File: src/verilog/tdc_pkg.sv
/*
  constants for the ticket dispense control block: timing, counts, widths.
  assumes a 50 MHz system clock.
*/
`default_nettype none
package tdc_pkg;
  // -------------------------------------------------------------
  // timing
  // -------------------------------------------------------------
  localparam int unsigned CLK_HZ          = 50000000;
  // dispense timeout, milliseconds (about a third of a second)
  localparam int unsigned TIMEOUT_MS      = 333;
  localparam int unsigned TIMEOUT_CYCLES  = CLK_HZ / 1000 * TIMEOUT_MS;
  localparam int unsigned TMR_W           = 25;
  // -------------------------------------------------------------
  // ticket count
  // -------------------------------------------------------------
  localparam int unsigned CNT_W           = 8;
  localparam logic [7:0]  DEFAULT_TICKETS = 8'h01;
  // -------------------------------------------------------------
  // states
  // -------------------------------------------------------------
  typedef enum logic [1:0] {
    TDC_IDLE,
    TDC_WAIT_HIGH,
    TDC_WAIT_LOW
  } tdc_state_type;
endpackage
`default_nettype wire

File: src/verilog/tdc_ticket_dispense_control.sv
/*
  ticket dispense control: drives the dispenser motor and watches the
  passage sensor, one award issuing a count of tickets.
  assumes a 50 MHz clock, async active-low reset, sensor line resolved
  outside (open collector with pull-up) to a plain input.
*/
`timescale 1ns/100ps
`default_nettype none

module tdc_ticket_dispense_control #(
  parameter int unsigned TIMEOUT_CYCLES = tdc_pkg::TIMEOUT_CYCLES
) (
  input  wire logic       clk,
  input  wire logic       nrst,
  input  wire logic       award,
  input  wire logic       two_player,
  input  wire logic       enable_one,
  input  wire logic       enable_two,
  input  wire logic [7:0] tickets_per_award,
  input  wire logic       sense_in,
  output logic            motor_drive,
  output logic            busy,
  output logic            ticket_done,
  output logic            fault
);
  // -------------------------------------------------------------
  // sensor synchroniser
  // -------------------------------------------------------------
  logic sync_a;
  logic sync_b;
  logic sense;
  always_ff @(posedge clk or negedge nrst) begin
    if (!nrst) begin
      sync_a <= 1'b0;
      sync_b <= 1'b0;
      sense  <= 1'b0;
    end else begin
      sync_a <= sense_in;
      sync_b <= sync_a;
      sense  <= sync_b;    // delayed copy for edge detection
    end
  end
  // high is blocked, low unblocked
  logic rise;
  logic fall;
  assign rise = sync_b & ~sense;
  assign fall = ~sync_b & sense;

  // -------------------------------------------------------------
  // dispense sequencer
  // -------------------------------------------------------------
  tdc_pkg::tdc_state_type state;
  tdc_pkg::tdc_state_type next_state;
  logic [tdc_pkg::TMR_W-1:0] tmr;
  logic [tdc_pkg::TMR_W-1:0] next_tmr;
  logic [tdc_pkg::CNT_W-1:0] left;
  logic [tdc_pkg::CNT_W-1:0] next_left;
  logic next_motor;
  logic next_done;
  logic next_fault;
  logic enabled;
  logic timed_out;

  assign enabled = two_player ? enable_two : enable_one;
  assign timed_out = (tmr >= tdc_pkg::TMR_W'(TIMEOUT_CYCLES - 1));

  always_comb begin
    next_state = state;
    next_tmr   = tmr;
    next_left  = left;
    next_motor = 1'b0;
    next_done  = 1'b0;
    next_fault = 1'b0;
    case (state)
      tdc_pkg::TDC_IDLE: begin
        // an award with a zero count falls back to one ticket
        if (award && enabled) begin
          next_left  = (tickets_per_award == 8'h00) ?
                       tdc_pkg::DEFAULT_TICKETS : tickets_per_award;
          next_tmr   = '0;
          next_motor = 1'b1;
          next_state = tdc_pkg::TDC_WAIT_HIGH;
        end
      end
      tdc_pkg::TDC_WAIT_HIGH, tdc_pkg::TDC_WAIT_LOW: begin
        next_tmr   = tmr + 1'b1;
        next_motor = 1'b1;
        if (state == tdc_pkg::TDC_WAIT_HIGH && rise) begin
          next_state = tdc_pkg::TDC_WAIT_LOW;
        end
        if (timed_out) begin
          // abandon the rest of the award; a jam would only repeat
          next_motor = 1'b0;
          next_fault = 1'b1;
          next_left  = '0;
          next_state = tdc_pkg::TDC_IDLE;
        end else if (state == tdc_pkg::TDC_WAIT_LOW && fall) begin
          next_done = 1'b1;
          next_left = left - 1'b1;
          next_tmr  = '0;
          if (left == 8'h01) begin
            next_motor = 1'b0;
            next_state = tdc_pkg::TDC_IDLE;
          end else begin
            next_state = tdc_pkg::TDC_WAIT_HIGH;
          end
        end
      end
      default: begin
        next_state = tdc_pkg::TDC_IDLE;
      end
    endcase
  end

  always_ff @(posedge clk or negedge nrst) begin
    if (!nrst) begin
      state       <= tdc_pkg::TDC_IDLE;
      tmr         <= '0;
      left        <= '0;
      motor_drive <= 1'b0;
      ticket_done <= 1'b0;
      fault       <= 1'b0;
    end else begin
      state       <= next_state;
      tmr         <= next_tmr;
      left        <= next_left;
      motor_drive <= next_motor;
      ticket_done <= next_done;
      fault       <= next_fault;
    end
  end

  assign busy = (state != tdc_pkg::TDC_IDLE);

  // -------------------------------------------------------------
  // assertions
  // -------------------------------------------------------------
  property p_motor_idle;
    @(posedge clk) disable iff (!nrst)
      (state == tdc_pkg::TDC_IDLE) |-> !motor_drive;
  endproperty
  a_motor_idle: assert property (p_motor_idle)
    else $error("motor runs while idle");

  property p_motor_busy;
    @(posedge clk) disable iff (!nrst)
      (state != tdc_pkg::TDC_IDLE) |-> motor_drive;
  endproperty
  a_motor_busy: assert property (p_motor_busy)
    else $error("motor stopped during dispense");

  property p_rise_moves;
    @(posedge clk) disable iff (!nrst)
      (state == tdc_pkg::TDC_WAIT_HIGH && rise && !timed_out)
        |=> (state == tdc_pkg::TDC_WAIT_LOW);
  endproperty
  a_rise_moves: assert property (p_rise_moves)
    else $error("blocked sensor not seen");

  property p_done_on_fall;
    @(posedge clk) disable iff (!nrst)
      (state == tdc_pkg::TDC_WAIT_LOW && fall && !timed_out) |=> ticket_done;
  endproperty
  a_done_on_fall: assert property (p_done_on_fall)
    else $error("ticket pass not counted");

  property p_timeout;
    @(posedge clk) disable iff (!nrst)
      (state != tdc_pkg::TDC_IDLE && timed_out)
        |=> (fault && !motor_drive && state == tdc_pkg::TDC_IDLE);
  endproperty
  a_timeout: assert property (p_timeout)
    else $error("timeout did not stop motor");

  property p_fault_cause;
    @(posedge clk) disable iff (!nrst)
      $rose(fault) |-> $past(timed_out) && $past(busy);
  endproperty
  a_fault_cause: assert property (p_fault_cause)
    else $error("fault without timeout");

  property p_gate;
    @(posedge clk) disable iff (!nrst)
      (state == tdc_pkg::TDC_IDLE && award && !enabled)
        |=> (state == tdc_pkg::TDC_IDLE);
  endproperty
  a_gate: assert property (p_gate)
    else $error("dispense started while disabled");

  property p_count_load;
    @(posedge clk) disable iff (!nrst)
      (state == tdc_pkg::TDC_IDLE && award && enabled
       && tickets_per_award == 8'h00) |=> (left == 8'h01);
  endproperty
  a_count_load: assert property (p_count_load)
    else $error("default ticket count wrong");

  property p_tmr_bound;
    @(posedge clk) disable iff (!nrst)
      busy |-> (tmr < tdc_pkg::TMR_W'(TIMEOUT_CYCLES));
  endproperty
  a_tmr_bound: assert property (p_tmr_bound)
    else $error("dispense outlived its timeout");

  property p_sense_delay;
    @(posedge clk) disable iff (!nrst)
      rise |-> $past(sense_in, 2);
  endproperty
  a_sense_delay: assert property (p_sense_delay)
    else $error("sensor edge seen without synchroniser delay");

  c_start: cover property (@(posedge clk) disable iff (!nrst)
    $rose(motor_drive));
  c_done: cover property (@(posedge clk) disable iff (!nrst) ticket_done);
  c_fault: cover property (@(posedge clk) disable iff (!nrst) fault);
  c_multi: cover property (@(posedge clk) disable iff (!nrst)
    ticket_done && motor_drive);
endmodule // tdc_ticket_dispense_control
`default_nettype wire

File: config.mk
export PLATFORM = sky130hd
export DESIGN_NAME = tdc_ticket_dispense_control
export DESIGN_NICKNAME = d
export VERILOG_FILES = /design/src/verilog/tdc_pkg.sv /design/src/verilog/tdc_ticket_dispense_control.sv
export SDC_FILE = /design/constraint.sdc
export NUM_CORES = 1
export LEC_CHECK = 0
export BUFFER_PORTS_ARGS = -buffer_cell sky130_fd_sc_hd__buf_2
export CAP_MARGIN = 20
export CORE_UTILIZATION = 50
export DETAILED_ROUTE_END_ITERATION = 8
export GPL_ROUTABILITY_DRIVEN = 0
export PLACE_DENSITY = 0.7
export SYNTH_ARGS = -nofsm -noshare
export SYNTH_HDL_FRONTEND = slang
export SYNTH_SLANG_ARGS = --single-unit
File: constraint.sdc
create_clock -name clk -period 2.73 [get_ports clk]
set_clock_uncertainty 0.2 [all_clocks]
set_input_delay 0.4095 -clock clk [delete_from_list [all_inputs] [get_ports clk]]
set_output_delay 0.4095 -clock clk [all_outputs]
set_load 0.01 [all_outputs]
# Word-level counts from Yosys, hierarchy flattened
# Cells that the tools add are included.
# Widths: inputs -> output; s select.
[classes] addsub=2 order_cmp=1 n_eq_ne=6 muxes=26 bitwise=4 reduce_logical=11
[op_table] op="$mux 25" count=3
[op_table] op="$pmux 25 s2" count=1
[op_table] op="$mux 8" count=4
[op_table] op="$add 25x1->25 const B" count=1
[op_table] op="$ge 25x24->1 const B" count=1
[op_table] op="$pmux 8 s2" count=1
[op_table] op="$mux 1" count=11
[op_table] op="$eq 8x1->1 const B" count=1
[op_table] op="$logic_not 8->1" count=1
[op_table] op="$mux 2" count=4
[op_table] op="$sub 8x1->8 const B" count=1
[op_table] op="$ne 4x4->1 const B" count=1
[op_table] op="$pmux 2 s2" count=1
[op_table] op="$reduce_and 2->1" count=2
[op_table] op="$reduce_bool 2->1" count=2
[op_table] op="$logic_and 1x1->1" count=3
[op_table] op="$ne 3x3->1 const B" count=1
[op_table] op="$reduce_and 3->1" count=1
[op_table] op="$and 1x1->1" count=2
[op_table] op="$eq 2x1->1 const B" count=1
[op_table] op="$eq 2x2->1 const B" count=1
[op_table] op="$logic_not 2->1" count=1
[op_table] op="$ne 2x2->1 const B" count=1
[op_table] op="$not 1->1" count=2
[op_table] op="2 further kinds" count=2
[totals] reg_bits=41 inputBits=15 out_inout_bits=4 elab_cells=59

# Logic depth before layout (Yosys ltp)
# Gate-level depths: netlist of run 1.
[logic_depth] ltp_word=7 mapped_depth=9 mapped_depth_nobuf=7

# Worst setup path before layout of run 1
# No wires, ideal clock.
[synth_path] path_type="register to register" from="register state[0]" to="register tmr[11] (netlist bit)" setup_time_ps=78 arrival_ps=1963 required_time_ps=2452 slack_ps=489 stages_incl_launch_ff=10 n_path_buf=2 synth_period_minus_slack_ps=2241 path_cell_list="dfrtp_1 -> inv_1 -> ha_1 -> clkbuf_1 -> o22a_1 -> buf_4 -> nor2_1 -> nand3_1 -> or3_1 -> a21oi_1"
[synth_via] elab_chain_len=5 elab_cells_between_ends=11 classes_between="eq/ne: 3; mux: 3; reduce/logical: 5"
[synth_lines] item="start: declaration" line="tdc_ticket_dispense_control.sv:52" text="tdc_pkg::tdc_state_type state;"
[synth_lines] item="start signal: assignment" line="tdc_ticket_dispense_control.sv:117" text="state <= tdc_pkg::TDC_IDLE;"
[synth_lines] item="start signal: assignment" line="tdc_ticket_dispense_control.sv:124" text="state <= next_state;"
[synth_lines] item="$eq 2x2->1" line="tdc_ticket_dispense_control.sv:74, tdc_ticket_dispense_control.sv:97"
[synth_lines] item="$logic_and 1x1->1" line="tdc_ticket_dispense_control.sv:97" text="end else if (state == tdc_pkg::TDC_WAIT_LOW && fall) begin"
[synth_lines] item="$mux 25" line="tdc_ticket_dispense_control.sv:97"
[synth_lines] item="$mux 25" line="tdc_ticket_dispense_control.sv:91" text="if (timed_out) begin"
[synth_lines] item="$pmux 25 s2" line="tdc_ticket_dispense_control.sv:74" text="case (state)"
[synth_lines] item="end signal: assignment" line="tdc_ticket_dispense_control.sv:125" text="tmr <= next_tmr;"
[synth_lines] item="end: declaration" line="tdc_ticket_dispense_control.sv:54" text="logic [tdc_pkg::TMR_W-1:0] tmr;"
# Parallel ways exist; a longest one is shown, timed or not.
# A chain may end at the register's enable or synchronous reset.

# Final worst setup path of run 1
[layout_path] from="register state[0]" to="register tmr[14] (netlist bit)"
# The elaborated chain is that of the path after synthesis.

==> results of run 1 <==
[layout make-up]
cell class	count	area, sq um
timing repair buffer	24	138
multi-input combinational	202	1230
sequential	41	1030
inverter	13	48.8
clock inverter	2	35.0
fill	397	1800
tap	52	65.1
clock buffer	5	68.8
[logic make-up after synthesis]
family | share of synthesized area, %
simple gates | 27.4
compound gates | 14.0
flops | 43.9
buf+inv | 3.37
xor+xnor | 6.74
fa+ha+maj | 3.74
mux | 0.909
[metal layers]
| layer | share of wire [%] | global-route usage, % | up-vias |
|---|---|---|---|
| met1 | 48 | 29.5 | 936 |
| met5 | 0 | 0 | - |
| met2 | 47 | 34.5 | 40 |
| met3 | 3.7 | 4.62 | 6 |
| li1 | - | - | 978 |
| met4 | 0.92 | 9.33 | 0 |
[power by group through the flow]
stage	clock network [uW]	registers, uW	logic, uW
after floorplan	0	788	906
after global placement	0	800	1220
after detailed placement	0	804	1240
after CTS	491	793	1250
after global routing	514	806	1390
final	474	794	1240
[cell usage in the layout (no fill, tap or decap), types with 3 or more instances in the layout]
master     count
dfrtp_1       41
nor2_1        40
nand2_1       21
buf_2         18
nand3_1       15
nor3_1        13
inv_1         12
xnor2_1       12
a21oi_1       10
and3_1         7
o21ai_0        7
ha_1           7
nor4_1         6
a31oi_1        6
xor2_1         6
nand4_1        5
o22a_1         5
clkbuf_8       5
buf_4          5
nor2_2         4
a22o_1         4
or2_2          3
a211oi_1       3
o2bb2ai_1      3
o22ai_1        3
[sequential cells by signal, indices dropped and copies added, names as in the netlist]
signal / cells
ticket_done: 1
sync_b: 1
sense: 1
tmr: 25
motor_drive: 1
sync_a: 1
state: 2
fault: 1
left: 8
[worst register-to-register path: cells and delay by family, from the launching register on]
kind                     cells  cell delay, ns
AND/OR/NAND/NOR              3            0.82
flip-flops                   1            0.40
AO/OA/AOI/OAI                1            0.34
adder cells (fa/ha/maj)      1            0.30
XOR/XNOR                     1            0.16
buffers and inverters        1            0.09
[through the flow]
stage,total power (uW),instances,setup WS (ns)
finish,2500,339,0.311
global route,2710,339,0.0775
CTS,2530,338,0.295
detailed placement,2050,331,0.321
global placement,2020,331,0.357
floorplan,1690,262,0.489
[how the worst min path moves through the flow]
stage | from | to | cells past startpoint
2_1_floorplan | nrst | fault | 0
3_3_place_gp | sync_a | sync_b | 0
3_5_place_dp | sync_a | sync_b | 0
4_1_cts | sense_in | sync_a | 1
5_1_grt | nrst | sync_b | 1
6_report | nrst | sync_b | 1
==> run_results.csv, run 1 <==
group,metric,value,unit
outcome,outcome,"completed",
detailed_routing,num_vias,1960,
setup_path,reg2reg_from,"state[0]",
logic_synthesis,synthesis.area,2340,sq um
finish,final_nets,309,
detailed_routing,avgRoutedWirePerCell,14.8,um
global_route,grt_first_pass_wirelength,8660,um
pwr,vdd_ir_drop_max,0.000383,V
floorplan,die_h,70.4,um
finish,fin_area,2620,sq um
clocking,cts_setup_buffers,0,
logic_synthesis,synthesis.nets,284,
setup_path,critical_path_class,"flop to flop",
logic_synthesis,async_flop_share,100,%
sta,period_needed,2.42,ns
setup_path,crit_path_max_fanout,9,
floorplan,rows,24,
detailed_routing,drt_iter0_drc,96,
logic_synthesis,synth_common_cells,"dfrtp_1 (41), nor2_1 (40), nand2_1 (21)",
setup_path,reg2reg_setup_slack,0.31,ns
sta,fmaxAchievable,0.413,GHz
pwr,combPwrFrac,49.4,%
sta,whs,0.0312,ns
logic_synthesis,synth_edf_count,0,
global_route,grt_overflow,0,
finish,utilization,59.3,%
logic_synthesis,yosys-top-cells-area,"dfrtp_1 (44%), nor2_1 (6.4%), xnor2_1 (4.5%)",
finish,area_delta_synth_final,11.8,%
floorplan,num_io_pins,19,
setup_path,critPathCaptureType,"flop",
logic_synthesis,ys.flop_type,"dfrtp_1",
sta,rsz0062_at_grt,"no",
setup_path,startpoint,"state[0]",
detailed_routing,via_per_inst,5.78,
clocking,cts_hold_buf,0,
logic_synthesis,synthCells,262,
setup_path,worstReg2RegEnd,"tmr[14]",
pwr,p_sw_share,42.3,%
logic_synthesis,yosys.area.top_type,"dfrtp_1",
sta,final.period_utilization,88.6,%
setup_path,worst-path-buf-inv,1,
logic_synthesis,synth_seq_cells,41,
floorplan,core_area,4410,sq um
setup_path,crit_chain,"inv_1 > ha_1 > o22ai_1 > nand3_1 > nor4_1 > xnor2_1 > nor2_1",
logic_synthesis,ys_types,44,
clocking,cts_tree,"yes",
pwr,p_sw,1060,uW
sta,setup_tns,0,ns
sta,tightest_slew,0.883,ns
setup_path,critPathCapture,"tmr[14]",
setup_path,critPathLaunchType,"flop",
pwr,seqPwrFrac,31.7,%
setup_path,reg2regPathDepth,7,
place,place_area,2500,sq um
logic_synthesis,yosys.area.top_type_share,43.9,%
detailed_routing,wl,5000,um
setup_path,critical_path.max_stage_delay,0.42,ns
clocking,path_clk_slew,0.08,ns
detailed_routing,ant_nets,0,
setup_path,critPathArrivalTime,2.40,ns
global_route,grt_max_degree,42,
pwr,p_clk_share,18.9,%
detailed_routing,dr.pass1.iters,4,
floorplan,start_util,53.0,%
hold_path,hold_path_class,"primary input to async pin",
pwr,internal_power,1440,uW
setup_path,crit_family,"simple AND/OR/NAND/NOR gates",
clocking,ctsResizeCount,0,
sta,relSlewSlack,41.1,%
clocking,numCtsBuffers,5,
logic_synthesis,synth_seq_area_share,43.9,%
floorplan,dieArea,4960,sq um
clocking,htree_levels,2,
clocking,max-clock-path-buffers,2,
setup_path,crit_slowest_cell,"nor4_1",
finish,drive_gt1_share,15.0,%
setup_path,crit_cells,7,
sta,setup_viol,0,
place,place_hpwl,3580,um
global_route,grt_pass1_vias,1854,
pwr,p_per_area,957,nW/um^2
finish,diodes,0,
clocking,cts_root_buf,"clkbuf_8",
logic_synthesis,synthMostInstantiatedCell,"dfrtp_1",
sta,finalHoldViolCount,0,
logic_synthesis,syn_avg_cell_area,8.93,sq um
clocking,clock_latency,0.29,ns
sta,finalMaxSlewViolations,0,
logic_synthesis,ys_warn_count,0,
place,portBuffers,18,
global_route,grt_antenna_before_repair,0,
floorplan,fp.dieW,70.4,um
pwr,leakagePower,0.00118,uW
setup_path,required,2.71,ns
clocking,clock_sinks,41,
global_route,grt_use_total,22.0,%
detailed_routing,drc,0,
job,cap_violations,0,
No activity file was read; power rests on OpenSTA's default activity.
==> run 2, diff against run 1 <==
--- a/config.mk
+++ b/config.mk
@@ -10,7 +10,7 @@
 export CORE_UTILIZATION = 50
 export DETAILED_ROUTE_END_ITERATION = 8
 export GPL_ROUTABILITY_DRIVEN = 0
-export PLACE_DENSITY = 0.7
+export PLACE_DENSITY = 0.73
 export SYNTH_ARGS = -nofsm -noshare
 export SYNTH_HDL_FRONTEND = slang
 export SYNTH_SLANG_ARGS = --single-unit
==> constraint.sdc (replaced) <==
create_clock -name clk -period 2.05 [get_ports clk]
set_clock_uncertainty 0.2 [all_clocks]
set_input_delay 0.3075 -clock clk [delete_from_list [all_inputs] [get_ports clk]]
set_output_delay 0.3075 -clock clk [all_outputs]
set_load 0.01 [all_outputs]
==> run 2 against run 1 <==
  * The flow now finishes with violations (setup timing)
  * Combinational power is 92% higher
  * Die area unchanged
  * Sequential share of layout area decreased by 7.6 points
  * Via count rose by 13%
  * Wire length rose by 17%
  * Utilization rose by 14 points
  * Count of clock-buffer cells in the layout up 2
  * Non-clock buffer count is 51 higher
  * Worst hold slack improved by 0.046 ns
==> run_results.csv, run 2 (synthesis gave the netlist of run 1 again) <==
group,metric,value,unit
outcome,outcome,"finished, violations left",
outcome,violations,"setup timing",
sta,finalHoldViolCount,0,
sta,tightest_slew,0.451,ns
finish,diodes,0,
sta,rsz0062_at_grt,"yes",
sta,fmaxAchievable,0.477,GHz
setup_path,critical_path.max_stage_delay,0.41,ns
setup_path,critPathCaptureType,"flop",
finish,utilization,73.6,%
pwr,p_total,4110,uW
clocking,max-clock-path-buffers,2,
setup_path,timing.critical_path.mode_cell,"and3_4",
finish,top_register,"tmr",
setup_path,crit_chain,"ha_2 > and3_4 > and3_4 > o21ai_4 > a31o_4 > nor2_4 > mux2_2",
setup_path,critPathArrivalTime,2.08,ns
clocking,cts_root_buf,"clkbuf_8",
setup_path,critical_path_class,"flop to flop",
finish,layout_commonest_cell,"buf_4",
setup_path,required,2.04,ns
clocking,path_clk_slew,0.08,ns
hold_path,min_from,"tickets_per_award[1]",
place,portBuffers,18,
clocking,htree_levels,2,
clocking,clock_sinks,41,
sta,finalMaxSlewViolations,0,
floorplan,start_util,53.0,%
detailed_routing,num_vias,2210,
floorplan,rows,24,
sta,relSlewSlack,69.8,%
floorplan,die_h,70.4,um
global_route,grt_pass1_vias,2238,
setup_path,crit_slowest_cell,"dfrtp_1",
global_route,grt_overflow,0,
setup_path,crit_path_max_fanout,6,
sta,period_needed,2.10,ns
pwr,vdd_ir_drop_max,0.000627,V
detailed_routing,wl,5870,um
sta,setup_tns,-0.401,ns
floorplan,dieArea,4960,sq um
global_route,grt_first_pass_wirelength,9850,um
finish,final_cell_mix,"buf_4 (51), dfrtp_1 (41), nor2_1 (35)",
setup_path,reg2regPathDepth,7,
finish,area_delta_synth_final,38.9,%
pwr,leakagePower,0.00147,uW
job,cap_violations,0,
detailed_routing,dr.pass1.iters,4,
global_route,grt_use_total,25.5,%
finish,largest_reg_flops,25,
finish,final_nets,360,
floorplan,core_area,4410,sq um
clocking,clock_latency,0.29,ns
setup_path,reg2reg_from,"tmr[0]",
finish,top_regs,"tmr: 25 flops, left: 8 flops, state: 2 flops",
detailed_routing,drt_iter0_drc,138,
setup_path,startpoint,"tmr[0]",
pwr,p_per_area,1270,nW/um^2
global_route,grt_antenna_before_repair,0,
floorplan,fp.dieW,70.4,um
setup_path,critPathLaunchType,"flop",
detailed_routing,avgRoutedWirePerCell,15.0,um
sta,worst_slack,-0.0461,ns
sta,setup_viol,24,
detailed_routing,ant_nets,0,
place,place_hpwl,4140,um
detailed_routing,drc,0,
finish,drive_gt1_share,36.3,%
hold_path,min_path_cells,3,
sta,final.period_utilization,102,%
hold_path,hold_path_class,"primary input to flop",
clocking,numCtsBuffers,5,
detailed_routing,via_per_inst,5.65,
clocking,cts_tree,"yes",
floorplan,num_io_pins,19,
global_route,grt_max_degree,42,
==> run 2: changes by cell type in the layout (fill, tap and decap cells not counted), moves of 3 or more <==
| cell | delta |
|---|---|
| buf_4 | +46 |
| ha_1 | -3 |
| nor2_1 | -5 |
| nor2_4 | +4 |
| nor4_1 | -4 |
| nor4_2 | +4 |
| o21ai_0 | -3 |
| o21ai_1 | +3 |
==> run 2: path summary, 6_finish.rpt <==
path / to / slack [ns]
setup / recovery: tmr[0] / -0.05
hold / removal: left[1] / 0.08
setup reg to reg: tmr[0] / -0.05
max in group asynchronous: tmr[21] / 1.13
hold reg to reg: sync_b / 0.16
min in group asynchronous: state[1] / 0.30
==> run 2: stage by stage <==
stage	area, sq um	cells	setup WS (ns)	hold slack (ns)
after floorplan	2420	262	-0.0263	-0.188
after CTS	3170	390	0.00303	0.0658
after detailed placement	2940	377	-0.148	0.0959
after global placement	2940	377	-0.0794	0.0977
after global routing	3250	391	-0.124	0.0794
final	3250	391	-0.0461	0.0769
==> run 2: layer usage <==
| layer | GRT usage (%) | part of all wire (%) |
|---|---|---|
| met3 | 4.62 | 2.8 |
| met2 | 44.1 | 51 |
| met4 | 11.8 | 3.3 |
| met1 | 30.5 | 43 |
| met5 | 0 | 0 |
==> run 2: timing repair <==
action | 4_1_cts | 5_1_grt
hold endpoints to repair | 42 | 0
buffers inserted | 3 | 1
pin swaps | 5 | 8
hold buffers | 2 | 0
gates resized for setup | 17 | 20
endpoints found under the setup margin | 22 | 35
==> run 2: power by group <==
part,leakage [uW],internal (uW),switching (uW),total (uW)
Clock,0.0000585,397,275,672
Sequential,0.000549,936,119,1060
Combinational,0.000859,1130,1260,2380
==> run 2: critical path: cells and delay by family, from the launching register on <==
kind / cells / cell delay, ns
AND/OR/NAND/NOR: 3 / 0.42
multiplexers: 1 / 0.25
flip-flops: 1 / 0.41
adder cells (fa/ha/maj): 1 / 0.20
AO/OA/AOI/OAI: 2 / 0.51
==> run 2: area by class of cell <==
| type | instances | area [sq um] |
|---|---|---|
| Timing Repair Buffer | 75 | 556 |
| Clock inverter | 1 | 30.0 |
| Clock buffer | 7 | 86.3 |
| Fill cell | 326 | 1160 |
| Multi-Input combinational cell | 202 | 1440 |
| Sequential cell | 41 | 1030 |
| Tap cell | 52 | 65.1 |
| Inverter | 13 | 50.0 |
==> run 3, diff against run 2 <==
--- a/config.mk
+++ b/config.mk
@@ -8,8 +8,9 @@
 export BUFFER_PORTS_ARGS = -buffer_cell sky130_fd_sc_hd__buf_2
 export CAP_MARGIN = 20
 export CORE_UTILIZATION = 50
+export CTS_CLUSTER_SIZE = 24
 export DETAILED_ROUTE_END_ITERATION = 8
-export GPL_ROUTABILITY_DRIVEN = 0
+export MAX_ROUTING_LAYER = met4
 export PLACE_DENSITY = 0.73
 export SYNTH_ARGS = -nofsm -noshare
 export SYNTH_HDL_FRONTEND = slang
==> run 3 against run 2 <==
  * First-iteration DRC count fell by 1.4%
  * Worst hold slack worse by 0.0040 ns
  * Wire length down 2.0%
  * Register-to-register slack about the same
  * Non-clock buffer count did not move
  * Critical path depth did not move
  * The run still ends with setup timing left
  * Count of clock-buffer cells in the layout unchanged
  * Global-route usage grew 0.79 points
==> run_results.csv, run 3 (synthesis gave the netlist of run 1 again) <==
group,metric,value,unit
detailed_routing,ant_nets,0,
floorplan,fp.dieW,70.4,um
setup_path,critPathLaunchType,"flop",
setup_path,reg2reg_from,"tmr[0]",
finish,top_regs,"tmr: 25 flops, left: 8 flops, state: 2 flops",
finish,diodes,0,
sta,final.period_utilization,102,%
finish,regArea,1030,sq um
setup_path,crit_slowest_cell,"dfrtp_1",
finish,fillers,334,
global_route,grt_overflow,0,
pwr,leakagePower,0.00146,uW
sta,finalMaxSlewViolations,0,
detailed_routing,drt_iter0_drc,136,
clocking,numCtsBuffers,5,
sta,fmaxAchievable,0.478,GHz
detailed_routing,dr.pass1.iters,4,
detailed_routing,drc,0,
sta,relSlewSlack,72.7,%
setup_path,timing.critical_path.mode_cell,"and3_4",
floorplan,core_area,4410,sq um
sta,worst_slack,-0.0420,ns
setup_path,reg2reg_setup_slack,-0.04,ns
clocking,cts_tree,"yes",
clocking,max-clock-path-buffers,2,
floorplan,start_util,53.0,%
pwr,p_total,3990,uW
global_route,grt_first_pass_wirelength,9860,um
finish,multi_input_area,1400,sq um
outcome,violations,"setup timing",
clocking,cts_root_buf,"clkbuf_8",
global_route,grt_max_degree,42,
sta,finalHoldViolCount,0,
finish,final_nets,360,
pwr,p_per_area,1240,nW/um^2
place,portBuffers,18,
finish,drive_gt1_share,34.8,%
floorplan,rows,24,
setup_path,critPathCapture,"tmr[0]",
finish,layout_commonest_cell,"buf_4",
setup_path,critical_path_class,"flop to flop",
global_route,grt_use_total,26.3,%
setup_path,worst-path-buf-inv,0,
global_route,grt_pass1_vias,2235,
detailed_routing,avgRoutedWirePerCell,14.7,um
detailed_routing,wl,5750,um
hold_path,hold_path_class,"primary input to flop",
sta,setup_tns,-0.355,ns
setup_path,required,2.04,ns
setup_path,crit_chain,"ha_2 > and3_4 > and3_4 > o21ai_4 > a31o_4 > nor2_4 > mux2_2",
clocking,path_clk_slew,0.08,ns
clocking,htree_levels,2,
detailed_routing,num_vias,2185,
setup_path,critPathArrivalTime,2.08,ns
sta,setup_viol,22,
sta,period_needed,2.09,ns
setup_path,critPathCaptureType,"flop",
finish,top_register,"tmr",
floorplan,die_h,70.4,um
place,place_hpwl,4140,um
clocking,clock_sinks,41,
sta,rsz0062_at_grt,"yes",
sta,tightest_slew,0.398,ns
floorplan,dieArea,4960,sq um
setup_path,reg2regPathDepth,7,
floorplan,num_io_pins,19,
setup_path,startpoint,"tmr[0]",
global_route,grt_antenna_before_repair,0,
setup_path,critical_path.max_stage_delay,0.41,ns
setup_path,crit_path_max_fanout,6,
clocking,clock_latency,0.29,ns
detailed_routing,via_per_inst,5.59,
job,cap_violations,0,
setup_path,crit_cells,7,
setup_path,crit_family,"compound AO/OA/AOI/OAI gates",
finish,area_delta_synth_final,37.4,%
finish,largest_reg_flops,25,
place,place_congestion,0.877,
setup_path,worstReg2RegEnd,"tmr[0]",
pwr,vdd_ir_drop_max,0.000573,V
outcome,outcome,"finished, violations left",
finish,final_cell_mix,"buf_4 (51), dfrtp_1 (41), nor2_1 (36)",
[run 3: report_power, final]
group	internal (uW)	leakage, uW	switching, uW	total, uW
Clock	397	0.0000585	279	676
Sequential	936	0.000549	116	1050
Combinational	1060	0.000853	1200	2260
Total	2390	0.00146	1600	3990
[run 3: layout make-up]
class                      count  share of cell area, %
timing repair buffer          75                   17.3
inverter                      13                   1.56
clock buffer                   7                   2.69
multi-input combinational    202                   43.6
tap                           52                   2.02
sequential                    41                   31.9
clock inverter                 1                  0.934
[run 3: worst min-delay path by stage]
stage | start | end | slack, ns | cells past startpoint
after global placement | nrst | state[1] | 0.1 | 2
final | tickets_per_award[1] | left[1] | 0.07 | 3
after detailed placement | nrst | state[1] | 0.1 | 2
after CTS | tickets_per_award[1] | left[1] | 0.07 | 3
after global routing | tickets_per_award[1] | left[1] | 0.08 | 3
after floorplan | nrst | fault | -0.19 | 0
[run 3: layer usage]
layer  vias up  share of wire [%]  global-route usage (%)
met5         -                  0                       -
met4         0                2.5                    11.8
met3        16                4.0                    4.62
met2        61                 50                    43.9
met1      1029                 43                    30.9
li1       1079                  -                       -
[run 3: tightest hold or removal path: stages]
cell and delay, ns:
buf_2 0.10, nand2_1 0.05, a31oi_1 0.07
[run 3: metrics by stage]
stage | utilization, % | cells | worst slack (ns) | instance area, sq um | hold slack (ns)
after floorplan | - | 262 | -0.0263 | 2420 | -0.188
after global placement | 66.6 | 377 | -0.0794 | 2940 | 0.0977
after detailed placement | 66.6 | 377 | -0.148 | 2940 | 0.0959
after CTS | 71.9 | 390 | 0.00303 | 3170 | 0.0658
after global routing | 72.8 | 391 | -0.108 | 3210 | 0.0794
final | 72.8 | 391 | -0.0420 | 3210 | 0.0729
[run 3: what timing repair did]
| action | in CTS | in global routing |
|---|---|---|
| resized for setup | 17 | 10 |
| cloned | 0 | 0 |
| endpoints found under the hold margin | 42 | 0 |
| hold buffers | 2 | 0 |
| endpoints found under the setup margin | 22 | 35 |
| pin swaps | 5 | 8 |
| buffers inserted | 3 | 1 |
